## config.mk

```make
export PLATFORM = sky130hd
export DESIGN_NAME = fdr_smoothing
export DESIGN_NICKNAME = d
export VERILOG_FILES = /design/src/common/fdr_pkg.sv /design/src/core/fdr_smoothing.sv
export VERILOG_INCLUDE_DIRS = /design/src /design/src/common
export SDC_FILE = /design/constraint.sdc
export NUM_CORES = 1
export LEC_CHECK = 0
export BUFFER_PORTS_ARGS = -buffer_cell sky130_fd_sc_hd__buf_2
export CAP_MARGIN = 20
export CORE_MARGIN = 8
export CORE_UTILIZATION = 40
export CTS_CLUSTER_DIAMETER = 30
export DETAILED_ROUTE_END_ITERATION = 7
export HOLD_SLACK_MARGIN = 0.08
export PLACE_DENSITY = 0.7
export SLEW_MARGIN = 20
export SYNTH_ARGS = -nofsm -noshare
export SYNTH_HDL_FRONTEND = slang
export SYNTH_SLANG_ARGS = --single-unit
```

## constraint.sdc

```tcl
create_clock -name core_clk -period 6.8 [get_ports core_clk]
set_input_delay 0 -clock core_clk [delete_from_list [all_inputs] [get_ports core_clk]]
set_output_delay 0 -clock core_clk [all_outputs]
set_load 0.02 [all_outputs]
```

## src/common/fdr_cfg.svh

```systemverilog
`ifndef FDR_CFG_SVH
`define FDR_CFG_SVH

// Register indices; the byte address on the bus is four times the index
`define FDR_IDX_RAMP_CTRL 8'h62
`define FDR_IDX_CFG6 8'h10
`define FDR_IDX_LOCK 8'h40
`define FDR_IDX_BEHAVIOUR 8'h70
`define FDR_IDX_DUTY_STATUS 8'h71

// Reset values
`define FDR_RST_RAMP_CTRL 8'h00
`define FDR_RST_CFG6 8'h00
// Every fan starts on the full-speed code, three bits per fan
`define FDR_RST_BEHAVIOUR 9'h0DB

// Field positions in the ramp control register
`define FDR_POS_SMOOTH_EN 3
`define FDR_POS_GROUP 4
`define FDR_POS_FLOOR1 5
`define FDR_POS_FLOOR2 6
`define FDR_POS_FLOOR3 7
// Field positions in configuration register 6
`define FDR_POS_SLOWDOWN 7
`define FDR_POS_QUAD_R1 0
// Lock bit position in the lock register
`define FDR_POS_LOCK 0

// Timing: full 0 to 100 percent ramp at increment 1, in ms
`define FDR_RAMP_NORM_MS 37500
`define FDR_RAMP_SLOW_MS 52200
`define FDR_CLK_KHZ 125000
`define FDR_DUTY_FULL 255
// Cycles per ramp slot, rounded down
`define FDR_SLOT_NORM_CYC ((64'd`FDR_RAMP_NORM_MS * 64'd`FDR_CLK_KHZ) / 64'd`FDR_DUTY_FULL)
`define FDR_SLOT_SLOW_CYC ((64'd`FDR_RAMP_SLOW_MS * 64'd`FDR_CLK_KHZ) / 64'd`FDR_DUTY_FULL)

`endif

```

## src/common/fdr_pkg.sv

```systemverilog
package fdr_pkg;

    // Ramp control register layout
    typedef struct packed {
        logic floor3;
        logic floor2;
        logic floor1;
        logic group;
        logic smooth_en;
        logic [2:0] rate;
    } fdr_ramp_ctrl_s;

    // Demand for one fan from the temperature loop
    typedef struct packed {
        logic [7:0] target;
        logic [7:0] min_duty;
        logic below_start;
    } fdr_fan_demand_s;

    // Per-fan behaviour codes
    typedef enum logic [2:0] {
        FDR_BHV_REMOTE1 = 3'h0,
        FDR_BHV_LOCAL = 3'h1,
        FDR_BHV_REMOTE2 = 3'h2,
        FDR_BHV_FULL = 3'h3,
        FDR_BHV_OFF = 3'h4,
        FDR_BHV_LOC_R2 = 3'h5,
        FDR_BHV_ALL = 3'h6,
        FDR_BHV_MANUAL = 3'h7
    } fdr_behaviour_e;

    // Bus access phases
    typedef enum logic [1:0] {
        FDR_BUS_IDLE = 2'b01,
        FDR_BUS_ACK = 2'b10
    } fdr_bus_state_e;

endpackage : fdr_pkg

```

## src/core/fdr_smoothing.sv

```systemverilog
// Design decision made here: the Avalon-MM slave port.
`timescale 1ns/1ps
// Notes on behaviour
// - Ramp control register clears at reset
// - Rate field caps remote-one driven duty change
// - Duty ramps by coded per-slot increment
// - Normal slot timing gives listed ramp times
// - Slowdown bit gives the longer ramp times
// - Smoothing only while enable bit set
// - Group bit lets fan three drive three
// - Fan one below start: off or minimum
// - Fan two below start: off or minimum
// - Fan three below start: off or minimum
// - Lock makes ramp control read-only
// - Per-channel bit slows ramp four times
// - Remote-one governed means behaviour code zero
`include "fdr_cfg.svh"

module fdr_smoothing #(
    parameter int unsigned SLOT_NORM_CYC = 32'(`FDR_SLOT_NORM_CYC),
    parameter int unsigned SLOT_SLOW_CYC = 32'(`FDR_SLOT_SLOW_CYC)
) (
    input wire logic core_clk,
    input wire logic rst_n,
    input wire logic [9:0] avs_address,
    input wire logic avs_read,
    input wire logic avs_write,
    input wire logic [31:0] avs_writedata,
    output logic [31:0] avs_readdata,
    output logic avs_waitrequest,
    input wire fdr_pkg::fdr_fan_demand_s demand_one,
    input wire fdr_pkg::fdr_fan_demand_s demand_two,
    input wire fdr_pkg::fdr_fan_demand_s demand_three,
    output logic [7:0] fan_drive_one,
    output logic [7:0] fan_drive_two,
    output logic [7:0] fan_drive_three,
    output logic fan_three_group
);
    import fdr_pkg::*;

    // Increment per slot for a rate code
    function automatic logic [7:0] rate_step(input logic [2:0] code);
        case (code)
            3'h0: rate_step = 8'h01;
            3'h1: rate_step = 8'h02;
            3'h2: rate_step = 8'h03;
            3'h3: rate_step = 8'h04;
            3'h4: rate_step = 8'h08;
            3'h5: rate_step = 8'h0C;
            3'h6: rate_step = 8'h18;
            default: rate_step = 8'h30;
        endcase
    endfunction : rate_step

    // Move toward goal by at most inc, never past it
    function automatic logic [7:0] ramp_toward(input logic [7:0] cur, input logic [7:0] goal,
                                               input logic [7:0] inc);
        logic [7:0] gap;
        gap = (cur < goal) ? (goal - cur) : (cur - goal);
        if (gap <= inc)
            ramp_toward = goal;
        else if (cur < goal)
            ramp_toward = cur + inc;
        else
            ramp_toward = cur - inc;
    endfunction : ramp_toward

    fdr_ramp_ctrl_s ramp_ctrl; // Ramp control register
    logic [7:0] cfg6; // Slowdown and per-channel quarter-rate bits
    logic locked; // Sticky configuration lock
    logic [8:0] behaviour; // Three 3-bit behaviour codes, fan one lowest
    fdr_bus_state_e bus_state; // Bus phase
    logic [7:0] bus_index; // Word index of the access
    logic [31:0] slot_cnt; // Ramp slot timer
    logic [31:0] slot_limit; // Cycles per slot for current settings
    logic slot_tick; // One-cycle pulse each ramp slot
    logic [7:0] step_inc; // Selected increment
    logic [7:0] goal [3]; // Target per fan after behaviour and floor
    logic [2:0] smoothing; // Fan is remote-one governed and smoothing is on
    logic [7:0] drive [3]; // Present duty per fan
    fdr_fan_demand_s demand [3];

    assign demand[0] = demand_one;
    assign demand[1] = demand_two;
    assign demand[2] = demand_three;
    assign bus_index = avs_address[9:2];
    assign step_inc = rate_step(ramp_ctrl.rate);

    // Slot length: slowdown picks the longer base, the quarter bit stretches it fourfold
    always_comb
    begin
        // Slowdown alone picks the base; the smoothing enable plays no part in slot length
        slot_limit = cfg6[`FDR_POS_SLOWDOWN] ? SLOT_SLOW_CYC : SLOT_NORM_CYC;
        // A limit of one cycle ticks every cycle, while zero wraps to a near-endless slot; the defaults sit far above that
        if (cfg6[`FDR_POS_QUAD_R1])
            slot_limit = {slot_limit[29:0], 2'b00};
    end

    assign slot_tick = (slot_cnt >= slot_limit - 32'h1);

    // Free-running slot timer; restarts if the limit shrinks below the count
    always_ff @(posedge core_clk)
    begin
        if (!rst_n)
            slot_cnt <= 32'h0;
        else if (slot_tick)
            slot_cnt <= 32'h0;
        else
            slot_cnt <= slot_cnt + 32'h1;
    end

    // Goal per fan from behaviour code and the below-start floor choice
    always_comb
    begin
        for (int i = 0; i < 3; i++)
        begin
            case (fdr_behaviour_e'(behaviour[3*i +: 3]))
                FDR_BHV_FULL: goal[i] = 8'hFF;
                FDR_BHV_OFF: goal[i] = 8'h00;
                FDR_BHV_MANUAL: goal[i] = demand[i].target;
                default:
                begin
                    // Automatic modes: below start less hysteresis, off or floor
                    if (demand[i].below_start)
                        goal[i] = ramp_ctrl[`FDR_POS_FLOOR1 + i] ? demand[i].min_duty : 8'h00;
                    else
                        goal[i] = demand[i].target;
                end
            endcase
            // Only remote-one governed fans ramp, and only with smoothing on
            smoothing[i] = ramp_ctrl.smooth_en && (behaviour[3*i +: 3] == FDR_BHV_REMOTE1);
        end
    end

    // Duty update: smoothed fans step once per slot, others follow the goal at once
    always_ff @(posedge core_clk)
    begin
        if (!rst_n)
        begin
            drive[0] <= 8'h00;
            drive[1] <= 8'h00;
            drive[2] <= 8'h00;
        end
        else
        begin
            for (int i = 0; i < 3; i++)
            begin
                if (!smoothing[i])
                    drive[i] <= goal[i];
                else if (slot_tick)
                    drive[i] <= ramp_toward(drive[i], goal[i], step_inc);
            end
        end
    end

    assign fan_drive_one = drive[0];
    assign fan_drive_two = drive[1];
    assign fan_drive_three = drive[2];

    // Group mode flag toward the tach routing, registered
    always_ff @(posedge core_clk)
    begin
        if (!rst_n)
            fan_three_group <= 1'b0;
        else
            fan_three_group <= ramp_ctrl.group;
    end

    // Bus handshake: waitrequest drops for one cycle, then the access completes
    always_ff @(posedge core_clk)
    begin
        if (!rst_n)
        begin
            bus_state <= FDR_BUS_IDLE;
            avs_waitrequest <= 1'b1;
            avs_readdata <= 32'h0;
        end
        else
        begin
            case (bus_state)
                FDR_BUS_IDLE:
                begin
                    if (avs_read || avs_write)
                    begin
                        bus_state <= FDR_BUS_ACK;
                        avs_waitrequest <= 1'b0;
                        // Unmapped indices read as zero
                        case (bus_index)
                            `FDR_IDX_RAMP_CTRL: avs_readdata <= {24'h0, ramp_ctrl};
                            `FDR_IDX_CFG6: avs_readdata <= {24'h0, cfg6};
                            `FDR_IDX_LOCK: avs_readdata <= {31'h0, locked};
                            `FDR_IDX_BEHAVIOUR: avs_readdata <= {23'h0, behaviour};
                            `FDR_IDX_DUTY_STATUS: avs_readdata <= {8'h0, drive[2], drive[1], drive[0]};
                            default: avs_readdata <= 32'h0;
                        endcase
                    end
                end
                FDR_BUS_ACK:
                begin
                    bus_state <= FDR_BUS_IDLE;
                    avs_waitrequest <= 1'b1;
                end
                default:
                begin
                    bus_state <= FDR_BUS_IDLE;
                    avs_waitrequest <= 1'b1;
                end
            endcase
        end
    end

    // Register writes take effect at the edge where waitrequest is seen low
    always_ff @(posedge core_clk)
    begin
        if (!rst_n)
        begin
            ramp_ctrl <= `FDR_RST_RAMP_CTRL;
            cfg6 <= `FDR_RST_CFG6;
            locked <= 1'b0;
            behaviour <= `FDR_RST_BEHAVIOUR;
        end
        else if (avs_write && !avs_waitrequest)
        begin
            case (bus_index)
                `FDR_IDX_RAMP_CTRL:
                begin
                    // Once locked, writes are dropped silently
                    if (!locked)
                        ramp_ctrl <= avs_writedata[7:0];
                end
                `FDR_IDX_CFG6: cfg6 <= avs_writedata[7:0];
                // Lock can only be set; only reset clears it
                `FDR_IDX_LOCK: locked <= locked | avs_writedata[`FDR_POS_LOCK];
                `FDR_IDX_BEHAVIOUR: behaviour <= avs_writedata[8:0];
                default: ;
            endcase
        end
    end

    // Checks kept beside the logic

    a_reset_clear: assert property (@(posedge core_clk) disable iff (!rst_n)
        $rose(rst_n) |-> ramp_ctrl == 8'h00)
        else $error("ramp control not clear after reset");

    a_slot_timing: assert property (@(posedge core_clk) disable iff (!rst_n)
        !cfg6[7] && !cfg6[0] |-> slot_limit == SLOT_NORM_CYC)
        else $error("normal slot length wrong");

    a_slow_timing: assert property (@(posedge core_clk) disable iff (!rst_n)
        cfg6[7] && !cfg6[0] |-> slot_limit == SLOT_SLOW_CYC)
        else $error("slowdown slot length wrong");

    a_quad_slowdown: assert property (@(posedge core_clk) disable iff (!rst_n)
        cfg6[0] |-> slot_limit == 4 * (cfg6[7] ? SLOT_SLOW_CYC : SLOT_NORM_CYC))
        else $error("quarter-rate slot length wrong");

    a_step_bound: assert property (@(posedge core_clk) disable iff (!rst_n)
        smoothing[0] && $stable(smoothing[0]) |->
        ((drive[0] >= $past(drive[0]) ? drive[0] - $past(drive[0]) : $past(drive[0]) - drive[0])
         <= $past(step_inc)))
        else $error("fan one stepped more than increment");

    a_hold_between: assert property (@(posedge core_clk) disable iff (!rst_n)
        smoothing[1] && !slot_tick ##1 smoothing[1] |-> $stable(drive[1]))
        else $error("smoothed duty moved between slots");

    a_no_overshoot: assert property (@(posedge core_clk) disable iff (!rst_n)
        smoothing[0] && slot_tick && drive[0] < goal[0] |=> drive[0] <= $past(goal[0]))
        else $error("ramp overshot its target");

    a_direct_follow: assert property (@(posedge core_clk) disable iff (!rst_n)
        !smoothing[2] |=> drive[2] == $past(goal[2]))
        else $error("unsmoothed fan did not follow goal");

    a_lock_write: assert property (@(posedge core_clk) disable iff (!rst_n)
        locked && avs_write && !avs_waitrequest |=> $stable(ramp_ctrl))
        else $error("locked register changed");

    a_floor_one: assert property (@(posedge core_clk) disable iff (!rst_n)
        behaviour[2:0] == 3'h0 && demand_one.below_start |->
        goal[0] == (ramp_ctrl.floor1 ? demand_one.min_duty : 8'h00))
        else $error("fan one floor wrong");

    a_floor_two: assert property (@(posedge core_clk) disable iff (!rst_n)
        behaviour[5:3] inside {3'h0, 3'h1, 3'h2, 3'h5, 3'h6} && demand_two.below_start |->
        goal[1] == (ramp_ctrl.floor2 ? demand_two.min_duty : 8'h00))
        else $error("fan two floor wrong");

    a_floor_three: assert property (@(posedge core_clk) disable iff (!rst_n)
        behaviour[8:6] inside {3'h0, 3'h1, 3'h2, 3'h5, 3'h6} && demand_three.below_start |->
        goal[2] == (ramp_ctrl.floor3 ? demand_three.min_duty : 8'h00))
        else $error("fan three floor wrong");

    a_group_follow: assert property (@(posedge core_clk) disable iff (!rst_n)
        ##1 1'b1 |-> fan_three_group == $past(ramp_ctrl.group))
        else $error("group flag does not follow register");

    a_remote_only: assert property (@(posedge core_clk) disable iff (!rst_n)
        behaviour[2:0] != 3'h0 |-> !smoothing[0])
        else $error("non remote-one fan smoothed");

endmodule : fdr_smoothing

```

==> insert_results.sql, run 1 <==
INSERT INTO impl_metrics (metric_group, metric, value, unit) VALUES
('route', 'detail_route.drc_violations', '0', ''),
('floorplan', 'design.core.area', '23260', 'um2'),
('worst_setup_path', 'timing.critical_path.to_type', 'flop', ''),
('sta', 'fin_setup_tns', '0', 'ns'),
('synth', 'synth_enable_flop_cells', '24', ''),
('floorplan', 'die_h', '169.2', 'um'),
('min_path', 'holdCritPathClass', 'in2reg', ''),
('global_routing', 'grt_start_max_net_pins', '46', ''),
('synth', 'area_share_of_the_largest_cell_type_after_synthesis', '0.1813', ''),
('placed_design', 'preCtsSetupSlack', '0.8560', 'ns'),
('route', 'antenna_left', '0', ''),
('floorplan', 'floorplan.initialDensity', '0.4035', ''),
('clocking', 'cts_hold_buf', '13', ''),
('cells_and_area', 'mostFrequentLayoutCells', 'buf_2 (121), ha_1 (118), nor2_1 (111)', ''),
('clocking', 'clkSlewWorstSetupHoldPaths', '0.09', 'ns'),
('synth', 'ys_seq_area_frac', '0.2581', ''),
('placed_design', 'detailed_place_hpwl', '20.72', 'mm'),
('synth', 'async_reset_ff_frac', '0', ''),
('cells_and_area', 'layout_stage_area_growth_over_the_synthesis_result', '14.01', '%'),
('worst_setup_path', 'r2r-start', 'behaviour[7]', ''),
('route', 'drtIter0Drc', '667', ''),
('global_routing', 'globalRouteOverflowTotal', '0', ''),
('worst_setup_path', 'path_max_fanout', '13', ''),
('power', 'pwr_density_cell', '145.7', 'nW/um2'),
('synth', 'syn_area_per_cell', '8.479', 'um2'),
('worst_setup_path', 'startpoint', 'behaviour[7]', ''),
('clocking', 'h-tree-depth', '3', ''),
('cells_and_area', 'diodes', '0', ''),
('cells_and_area', 'drive_gt1_frac', '0.1424', ''),
('power', 'combPwrFrac', '0.189', ''),
('worst_setup_path', 'worst_setup_path_start_kind', 'flop', ''),
('floorplan', 'fp.dieArea', '28620', 'um2'),
('route', 'totalWireLength', '26.13', 'mm'),
('route', 'detailroute.via_count', '8411', ''),
('synth', 'yosys_warnings', '0', ''),
('global_routing', 'grt.total_usage', '0.1772', ''),
('cells_and_area', 'fillCellCount', '2297', ''),
('sta', 'fin_crit_sh', '0.8824', ''),
('clocking', 'post_cts.resized_instances', '0', ''),
('floorplan', 'die_w', '169.2', 'um'),
('power', 'worst_ir_drop_vdd', '107.4', 'uV'),
('clocking', 'clock-sinks', '109', ''),
('route', 'first_pass_iters', '5', ''),
('power', 'intPower', '0.001074', 'W'),
('sta', 'timing_max_transition_violations_final', '0', ''),
('synth', 'yosysTopAreaCell', 'dfxtp_1', ''),
('sta', 'fin_ws', '0.7997', 'ns'),
('sta', 'timing.fmax', '166.7', 'MHz'),
('global_routing', 'grt_first_pass_wirelength', '41.52', 'mm'),
('floorplan', 'rows', '56', ''),
('synth', 'synth-main-ff-cell', 'dfxtp_1', ''),
('synth', 'synthTopCellsByArea', 'dfxtp_1 (18%), ha_1 (16%), edfxtp_1 (7.7%)', ''),
('outcome', 'run_status', 'finished, final reports clean', ''),
('clocking', 'clock_insertion_delay_worst_skew', '0.37', 'ns'),
('sta', 'finalSetupViolations', '0', ''),
('synth', 'postSynthRegisterBits', '109', ''),
('sta', 'hold_viol', '0', ''),
('power', 'share_clk_of_total_power', '0.364', ''),
('cells_and_area', 'finalNetCount', '1448', ''),
('clocking', 'cts_post_setup_buffers_inserted', '0', ''),
('clocking', 'tritoncts.num_buffers', '9', ''),
('worst_setup_path', 'worst_ep_arrival_time', '6.08', 'ns'),
('synth', 'synth.distinct_cells', '76', ''),
('sta', 'unrepaired_setup_endpoints_after_global_routing', 'false', ''),
('power', 'sw_frac_of_total', '0.3114', ''),
('sta', 'period_needed', '6.000', 'ns'),
('clocking', 'cts_max_path_buffers', '2', ''),
('min_path', 'beginning_of_the_worst_hold_path', 'avs_address[7]', ''),
('worst_setup_path', 'worst-endpoint-required', '6.88', 'ns'),
('power', 'share_seq_of_total_power', '0.447', ''),
('synth', 'synth.cell_area', '9387', 'um2');
path summary, 6_finish.rpt:
path                        to  slack [ns]  cells after the start
setup / recovery   drive[2][4]        0.80                     19
hold / removal          locked        0.11                      4
setup reg to reg   drive[2][4]        0.80                     19
hold reg to reg   slot_cnt[27]        0.48                      2
through the flow:
step | total power, W | hold slack, ns | cells | util | instance area, um2
after floorplan | 0.0009126 | 0.1222 | 1119 | - | 9432
after global routing | 0.001627 | 0.1517 | 1548 | 0.4600 | 10700
final | 0.001560 | 0.1103 | 1548 | 0.4600 | 10700
after CTS | 0.001566 | 0.09089 | 1548 | 0.4600 | 10700
after global placement | 0.0009924 | 0.2558 | 1519 | 0.4408 | 10250
after detailed placement | 0.0009985 | 0.2589 | 1519 | 0.4408 | 10250
per-layer routing:
layer  global-route usage  up-vias  wire, um
met2               0.3020      254     12410
met1               0.2290     3965     11740
met5                    0        -         0
li1                     -     4159         -
met3              0.03047       33      1500
met4              0.04386        0       476
cells by family (layout without fill, tap and decap cells):
| group | after synthesis | count (layout) | share of synthesized area |
|---|---|---|---|
| other | 2 | 14 | 0.0008001 |
| buffers and inverters | 138 | 248 | 0.06131 |
| and+or+nand+nor | 325 | 325 | 0.1672 |
| AOI/OAI and AO/OA | 284 | 284 | 0.2131 |
| muxes | 57 | 57 | 0.06238 |
| xor gates and xnor gates | 65 | 65 | 0.06065 |
| adders and majority gates | 127 | 127 | 0.1765 |
| DFF | 109 | 109 | 0.2581 |
area by class of cell:
class,count,share of cell area
well taps,319,0.03730
inverters,91,0.03192
clock inverters,7,0.008535
multi-input cells,872,0.6012
clock buffers,9,0.02105
flip-flops and latches,109,0.2264
repair buffers,141,0.07366
state kept, by name (all words and copies together), names as in the netlist:
| signal | cells |
|---|---|
| cfg6 | 8 |
| slot_cnt | 32 |
| locked | 1 |
| ramp_ctrl | 8 |
| fan_three_group | 1 |
| drive | 24 |
| behaviour | 9 |
| bus_state | 2 |
| avs_readdata | 24 |
power groups by stage:
stage               Sequential (W)  Clock [W]  Combinational, W
floorplan                 0.000716          0          0.000197
CTS                       0.000698   0.000576          0.000293
global placement          0.000712          0          0.000280
global route              0.000700   0.000600          0.000328
finish                    0.000697   0.000568          0.000295
detailed placement        0.000713          0          0.000285
synth_stat cells, drive strengths merged, types with 8 or more instances:
library cell,instances
a21oi,73
nor2,111
nand4,9
o21ai,43
a21o,22
o22ai,19
a211oi,8
inv,91
xor2,28
edfxtp,24
mux2i,51
nor3,13
xnor2,37
ha,118
nand3,31
fa,9
nand2b,16
o211ai,9
nand2,72
dfxtp,85
buf,19
a22oi,35
o21a,9
and2,10
nor2b,24
and3,11
a22o,17
clkbuf,28
worst max-delay path, stage by stage, from the launching register on:
cell       delay [ns]
dfxtp_1          0.45
nor2b_1          0.49
nor2b_1          0.09
o21ai_0          0.64
inv_1            0.18
fa_1             0.45
nor2b_1          0.21
o31ai_2          0.11
a21o_1           0.20
nand2_1          0.43
mux2i_1          0.32
o221ai_1         0.16
a21oi_1          0.19
xnor2_1          0.09
ha_1             0.20
a2111oi_0        0.32
a21oi_1          0.14
a211o_1          0.25
o211ai_1         0.61
o22ai_1          0.18
(Power assumes the default switching activity.)
==> inputs of run 2 (changes only) <==
--- a/config.mk
+++ b/config.mk
@@ -9,11 +9,11 @@
 export BUFFER_PORTS_ARGS = -buffer_cell sky130_fd_sc_hd__buf_2
 export CAP_MARGIN = 20
 export CORE_MARGIN = 8
-export CORE_UTILIZATION = 40
+export CORE_UTILIZATION = 58
 export CTS_CLUSTER_DIAMETER = 30
 export DETAILED_ROUTE_END_ITERATION = 7
 export HOLD_SLACK_MARGIN = 0.08
-export PLACE_DENSITY = 0.7
+export PLACE_DENSITY = 0.92
 export SLEW_MARGIN = 20
 export SYNTH_ARGS = -nofsm -noshare
 export SYNTH_HDL_FRONTEND = slang
==> insert_results.sql, run 2 (synthesized netlist as in run 1, its figures left out) <==
INSERT INTO impl_metrics (metric_group, metric, value, unit) VALUES
('cells_and_area', 'final_common_cell', 'buf_2', ''),
('worst_setup_path', 'path_max_fanout', '13', ''),
('sta', 'fin_ws', '0.9087', 'ns'),
('cells_and_area', 'registers.top_by_ff_count', 'slot_cnt', ''),
('route', 'detailroute.via_count', '8804', ''),
('placed_design', 'detailed_place_hpwl', '19.97', 'mm'),
('sta', 'clock_skew', '0.01045', 'ns'),
('clocking', 'clock-sinks', '109', ''),
('worst_setup_path', 'timing.setup.critical_path_class', 'reg2reg', ''),
('worst_setup_path', 'ff2ff_path_depth', '21', ''),
('floorplan', 'die_h', '143.2', 'um'),
('clocking', 'h-tree-depth', '3', ''),
('sta', 'timing.fmax', '169.7', 'MHz'),
('cells_and_area', 'diodes', '0', ''),
('route', 'post_drt_wl_per_cell', '17.95', 'um'),
('floorplan', 'rows', '46', ''),
('global_routing', 'grt_start_max_net_pins', '46', ''),
('cells_and_area', 'fillCellCount', '1224', ''),
('floorplan', 'design.core.area', '15830', 'um2'),
('global_routing', 'globalRouteOverflowTotal', '0', ''),
('floorplan', 'die_w', '143.2', 'um'),
('sta', 'transition_time_at_the_pin_with_the_least_slew_margin', '0.7915', 'ns'),
('worst_setup_path', 'timing.critical_path.to_type', 'flop', ''),
('sta', 'fin_crit_sh', '0.8664', ''),
('cells_and_area', 'top_regs', 'slot_cnt (32), avs_readdata (24), drive (24)', ''),
('route', 'antenna_left', '0', ''),
('clocking', 'tritoncts.num_buffers', '9', ''),
('clocking', 'cts_max_path_buffers', '2', ''),
('floorplan', 'fp.dieArea', '20510', 'um2'),
('clocking', 'clkSlewWorstSetupHoldPaths', '0.08', 'ns'),
('cells_and_area', 'final_core_utilization', '0.6657', ''),
('floorplan', 'ios', '155', ''),
('route', 'totalWireLength', '25.93', 'mm'),
('cells_and_area', 'drive_gt1_frac', '0.1417', ''),
('sta', 'period_needed', '5.891', 'ns'),
('clocking', 'clk_root_buffer_cell', 'clkbuf_16', ''),
('placed_design', 'routabilityCongestion', '0.9459', ''),
('sta', 'slew-limit-headroom', '0.4716', ''),
('floorplan', 'floorplan.initialDensity', '0.5930', ''),
('clocking', 'clock_insertion_delay_worst_skew', '0.37', 'ns'),
('global_routing', 'grt.total_usage', '0.2520', ''),
('route', 'drtIter0Drc', '780', ''),
('worst_setup_path', 'worst_setup_path_start_kind', 'flop', ''),
('worst_setup_path', 'worst_ep_arrival_time', '5.97', 'ns'),
('clocking', 'post_cts.resized_instances', '0', ''),
('sta', 'hold_viol', '0', ''),
('min_path', 'holdCritPathClass', 'in2reg', ''),
('route', 'detail_route.vias_per_cell', '6.097', ''),
('cells_and_area', 'mostFrequentLayoutCells', 'buf_2 (121), ha_1 (118), nor2_1 (111)', ''),
('route', 'detail_route.drc_violations', '0', ''),
('outcome', 'run_status', 'finished, final reports clean', ''),
('global_routing', 'grt_first_pass_wirelength', '41.88', 'mm'),
('power', 'p_leak', '5.051', 'nW'),
('worst_setup_path', 'worst-endpoint-required', '6.88', 'ns'),
('power', 'worst_ir_drop_vdd', '155.0', 'uV'),
('sta', 'unrepaired_setup_endpoints_after_global_routing', 'false', ''),
('global_routing', 'grt_antenna_before_repair', '0', ''),
('cells_and_area', 'finalNetCount', '1447', ''),
('sta', 'fin_setup_tns', '0', 'ns'),
('placed_design', 'port_buffers', '121', ''),
('sta', 'finalSetupViolations', '0', ''),
('clocking', 'tritoncts_clock_tree', 'done', ''),
('cells_and_area', 'layout_stage_area_growth_over_the_synthesis_result', '12.25', '%'),
('route', 'first_pass_iters', '6', ''),
('placed_design', 'preCtsSetupSlack', '1.036', 'ns'),
('flow_run', 'cap_viol_max_count', '0', ''),
('min_path', 'holdPathStages', '4', ''),
('clocking', 'cts_post_setup_buffers_inserted', '0', ''),
('global_routing', 'grt_pass1_vias', '8730', ''),
('cells_and_area', 'largest_reg_flops', '32', ''),
('power', 'pwr_density_cell', '144.6', 'nW/um2'),
('sta', 'timing_max_transition_violations_final', '0', '');
-- run 2: path summary, 6_finish.rpt --
kind / startpoint / endpoint / slack [ns]
hold reg to reg: slot_cnt[0] / slot_cnt[0] / 0.50
setup / recovery: behaviour[7] / drive[2][1] / 0.91
setup reg to reg: behaviour[7] / drive[2][1] / 0.91
hold / removal: avs_address[6] / locked / 0.09
-- run 2: critical path: stages (launching register included) --
cell and delay [ns]:
dfxtp_1 0.46, nor2b_1 0.51, nor2b_1 0.09, o21ai_0 0.53, inv_1 0.10, ha_1 0.23
fa_1 0.38, nor2b_1 0.19, o31ai_2 0.10, a21o_1 0.20, nand2_1 0.39, mux2i_1 0.32
o221ai_1 0.15, a21oi_1 0.19, xnor2_1 0.14, ha_1 0.26, o21a_1 0.11, o22ai_1 0.12
a21oi_1 0.06, a211o_1 0.25, o211ai_1 0.63, o22ai_1 0.19
-- run 2: through the flow --
stage | instances | area (um2) | total power (W) | hold WS, ns
3_5_place_dp | 1416 | 10130 | 0.0009979 | 0.2500
6_report | 1444 | 10540 | 0.001523 | 0.08578
2_1_floorplan | 1119 | 9432 | 0.0009126 | 0.1222
5_1_grt | 1444 | 10540 | 0.001581 | 0.1250
4_1_cts | 1444 | 10540 | 0.001519 | 0.08561
3_3_place_gp | 1416 | 10130 | 0.0009861 | 0.2483
-- run 2: cell type report --
class | instances | area [um2] | share of cell area
multi-input combinational | 872 | 6434 | 0.6106
sequential | 109 | 2422 | 0.2299
timing repair buffer | 140 | 778.2 | 0.07386
inverter | 91 | 341.6 | 0.03242
tap | 216 | 270.3 | 0.02565
clock buffer | 9 | 225.2 | 0.02138
clock inverter | 7 | 65.06 | 0.006175
-- run 2: per-layer routing --
metal  share of wire  up-vias  track usage
li1                -     4162            -
met1            0.40     4164       0.3025
met2            0.49      399       0.4344
met3           0.076       79      0.04140
met4           0.034        0       0.1112
met5               0        -            0
-- run 2: report_power, final --
| part | switching [W] | internal, W |
|---|---|---|
| sequential | 0.0000224 | 0.000674 |
| clock | 0.000272 | 0.000257 |
| combinational | 0.000169 | 0.000128 |
| total | 0.000464 | 0.00106 |
-- run 2: timing repair --
action,CTS,global route
setup endpoints to repair,0,0
hold buffers,12,0
hold endpoints to repair,27,0
==> inputs of run 3 (changes only) <==
--- a/config.mk
+++ b/config.mk
@@ -14,6 +14,7 @@
 export DETAILED_ROUTE_END_ITERATION = 7
 export HOLD_SLACK_MARGIN = 0.08
 export PLACE_DENSITY = 0.92
+export RECOVER_POWER = 50
 export SLEW_MARGIN = 20
 export SYNTH_ARGS = -nofsm -noshare
 export SYNTH_HDL_FRONTEND = slang
==> insert_results.sql, run 3 (synthesized netlist as in run 1, its figures left out) <==
INSERT INTO impl_metrics (metric_group, metric, value, unit) VALUES
('worst_setup_path', 'timing.critical_path.to_type', 'flop', ''),
('sta', 'fin_ws', '0.8593', 'ns'),
('sta', 'period_needed', '5.941', 'ns'),
('floorplan', 'fp.dieArea', '20510', 'um2'),
('cells_and_area', 'layout_stage_area_growth_over_the_synthesis_result', '11.53', '%'),
('placed_design', 'port_buffers', '121', ''),
('sta', 'hold_viol', '0', ''),
('sta', 'unrepaired_setup_endpoints_after_global_routing', 'false', ''),
('sta', 'finalSetupViolations', '0', ''),
('global_routing', 'grt.total_usage', '0.2520', ''),
('sta', 'clock_skew', '0.01296', 'ns'),
('floorplan', 'design.core.area', '15830', 'um2'),
('clocking', 'cts_max_path_buffers', '2', ''),
('worst_setup_path', 'critical_path.cell_chain', 'and2_1 > a22oi_1 > nor2_1 > nor2_1 > a211oi_1 > ha_1 > fa_1 > inv_1 > a21oi_1 > o21ai_2 > a31oi_2 > mux2i_1 > o21ai_0 > a21oi_1 > xnor2_1 > ha_1 > o21a_1 > o22ai_1 > a21oi_1 > a21oi_1 > nand3_1 > o311ai_4 > mux2_4', ''),
('floorplan', 'die_h', '143.2', 'um'),
('sta', 'transition_time_at_the_pin_with_the_least_slew_margin', '1.420', 'ns'),
('power', 'pwr_density_cell', '145.4', 'nW/um2'),
('route', 'antenna_left', '0', ''),
('clocking', 'clock-sinks', '109', ''),
('worst_setup_path', 'critical_path_top_delay_cell', 'o311ai_4', ''),
('route', 'totalWireLength', '25.99', 'mm'),
('cells_and_area', 'registers.top_by_ff_count', 'slot_cnt', ''),
('clocking', 'post_cts.resized_instances', '0', ''),
('worst_setup_path', 'timing.setup.critical_path_class', 'reg2reg', ''),
('global_routing', 'grt_pass1_vias', '8730', ''),
('route', 'drtIter0Drc', '712', ''),
('sta', 'fin_setup_tns', '0', 'ns'),
('worst_setup_path', 'worst_ep_arrival_time', '6.06', 'ns'),
('clocking', 'clk_root_buffer_cell', 'clkbuf_16', ''),
('cells_and_area', 'diodes', '0', ''),
('flow_run', 'cap_viol_max_count', '0', ''),
('sta', 'fin_crit_sh', '0.8736', ''),
('floorplan', 'ios', '155', ''),
('route', 'first_pass_iters', '5', ''),
('global_routing', 'grt_antenna_before_repair', '0', ''),
('power', 'worst_ir_drop_vdd', '157.0', 'uV'),
('power', 'power', '0.001522', 'W'),
('worst_setup_path', 'path_max_fanout', '8', ''),
('worst_setup_path', 'ff2ff_path_depth', '23', ''),
('clocking', 'tritoncts_clock_tree', 'done', ''),
('floorplan', 'die_w', '143.2', 'um'),
('worst_setup_path', 'regToRegSetupSlack', '0.86', 'ns'),
('placed_design', 'detailed_place_hpwl', '19.97', 'mm'),
('worst_setup_path', 'worst-endpoint-required', '6.92', 'ns'),
('sta', 'slew-limit-headroom', '0.05239', ''),
('route', 'post_drt_wl_per_cell', '18.00', 'um'),
('global_routing', 'globalRouteOverflowTotal', '0', ''),
('cells_and_area', 'drive_gt1_frac', '0.09853', ''),
('clocking', 'clock_insertion_delay_worst_skew', '0.37', 'ns'),
('route', 'detail_route.vias_per_cell', '6.095', ''),
('clocking', 'cts_post_setup_buffers_inserted', '0', ''),
('cells_and_area', 'largest_reg_flops', '32', ''),
('cells_and_area', 'top_regs', 'slot_cnt (32), avs_readdata (24), drive (24)', ''),
('cells_and_area', 'mostFrequentLayoutCells', 'ha_1 (118), nor2_1 (111), inv_1 (91)', ''),
('worst_setup_path', 'endpoint_of_the_worst_register_to_register_path', 'drive[1][1]', ''),
('sta', 'timing_max_transition_violations_final', '0', ''),
('clocking', 'tritoncts.num_buffers', '9', ''),
('cells_and_area', 'finalNetCount', '1447', ''),
('worst_setup_path', 'max_stage_delay', '0.59', 'ns'),
('placed_design', 'preCtsSetupSlack', '1.036', 'ns'),
('worst_setup_path', 'crit_end', 'drive[1][1]', ''),
('floorplan', 'floorplan.initialDensity', '0.5930', ''),
('cells_and_area', 'final_common_cell', 'ha_1', ''),
('min_path', 'holdCritPathClass', 'in2reg', ''),
('global_routing', 'grt_first_pass_wirelength', '41.88', 'mm'),
('worst_setup_path', 'cpMostUsedCell', 'a21oi_1', ''),
('worst_setup_path', 'r2r-start', 'ramp_ctrl[6]', ''),
('worst_setup_path', 'worst_setup_path_start_kind', 'flop', ''),
('clocking', 'h-tree-depth', '3', ''),
('power', 'p_leak', '4.867', 'nW'),
('placed_design', 'routabilityCongestion', '0.9459', ''),
('route', 'detailroute.via_count', '8801', ''),
('clocking', 'clkSlewWorstSetupHoldPaths', '0.08', 'ns'),
('worst_setup_path', 'startpoint', 'ramp_ctrl[6]', ''),
('outcome', 'run_status', 'finished, final reports clean', ''),
('floorplan', 'rows', '46', ''),
('global_routing', 'grt_start_max_net_pins', '46', ''),
('sta', 'timing.fmax', '168.3', 'MHz'),
('route', 'detail_route.drc_violations', '0', ''),
('cells_and_area', 'final_core_utilization', '0.6614', '');
==> run 3: metal layers <==
metal | wire (um) | share of wire | track usage
met4 | 951 | 0.037 | 0.1112
met2 | 12550 | 0.48 | 0.4344
met3 | 1857 | 0.071 | 0.04140
met5 | 0 | 0 | 0
met1 | 10620 | 0.41 | 0.3025
==> run 3: area by class of cell <==
cell class	count	area [um2]
Fill cell	1257	5359
Clock inverter	7	65.06
Tap cell	216	270.3
Multi-Input combinational cell	872	6434
Clock buffer	9	225.2
Timing Repair Buffer	140	710.7
Inverter	91	341.6
Sequential cell	109	2422
==> run 3: critical path, delay by kind of cell (launching register included) <==
kind            cells  cell delay, ns
compound gates     12            2.89
fa+ha+maj           3            0.79
mux                 2            0.67
simple gates        4            0.63
flops               1            0.47
xor+xnor            1            0.18
buf+inv             1            0.05
==> run 3: worst min path at each step <==
stage	endpoint	cells past startpoint	slack, ns	startpoint
after floorplan	behaviour[0]	2	0.12	avs_writedata[0]
after global placement	behaviour[7]	3	0.25	avs_writedata[7]
after detailed placement	behaviour[6]	3	0.25	avs_writedata[6]
after CTS	locked	4	0.09	avs_address[6]
after global routing	locked	4	0.12	avs_address[7]
final	locked	4	0.09	avs_address[6]
==> run 3: stage by stage <==
stage	std cells	cell area [um2]	hold slack [ns]
6_report	1444	10470	0.08938
5_1_grt	1444	10470	0.1250
4_1_cts	1444	10540	0.08561
3_5_place_dp	1416	10130	0.2500
3_3_place_gp	1416	10130	0.2483
2_1_floorplan	1119	9432	0.1222
==> run 3: what timing repair did <==
item	CTS	global route
hold buffers	12	0
endpoints found under the setup margin	0	0
hold endpoints to repair	27	0
==> run 3: power breakdown <==
part	leakage (nW)	switching, W	total [W]	internal [W]
clock	0.139	0.000272	0.000529	0.000258
sequential	0.940	0.0000230	0.000697	0.000674
combinational	3.79	0.000170	0.000295	0.000125
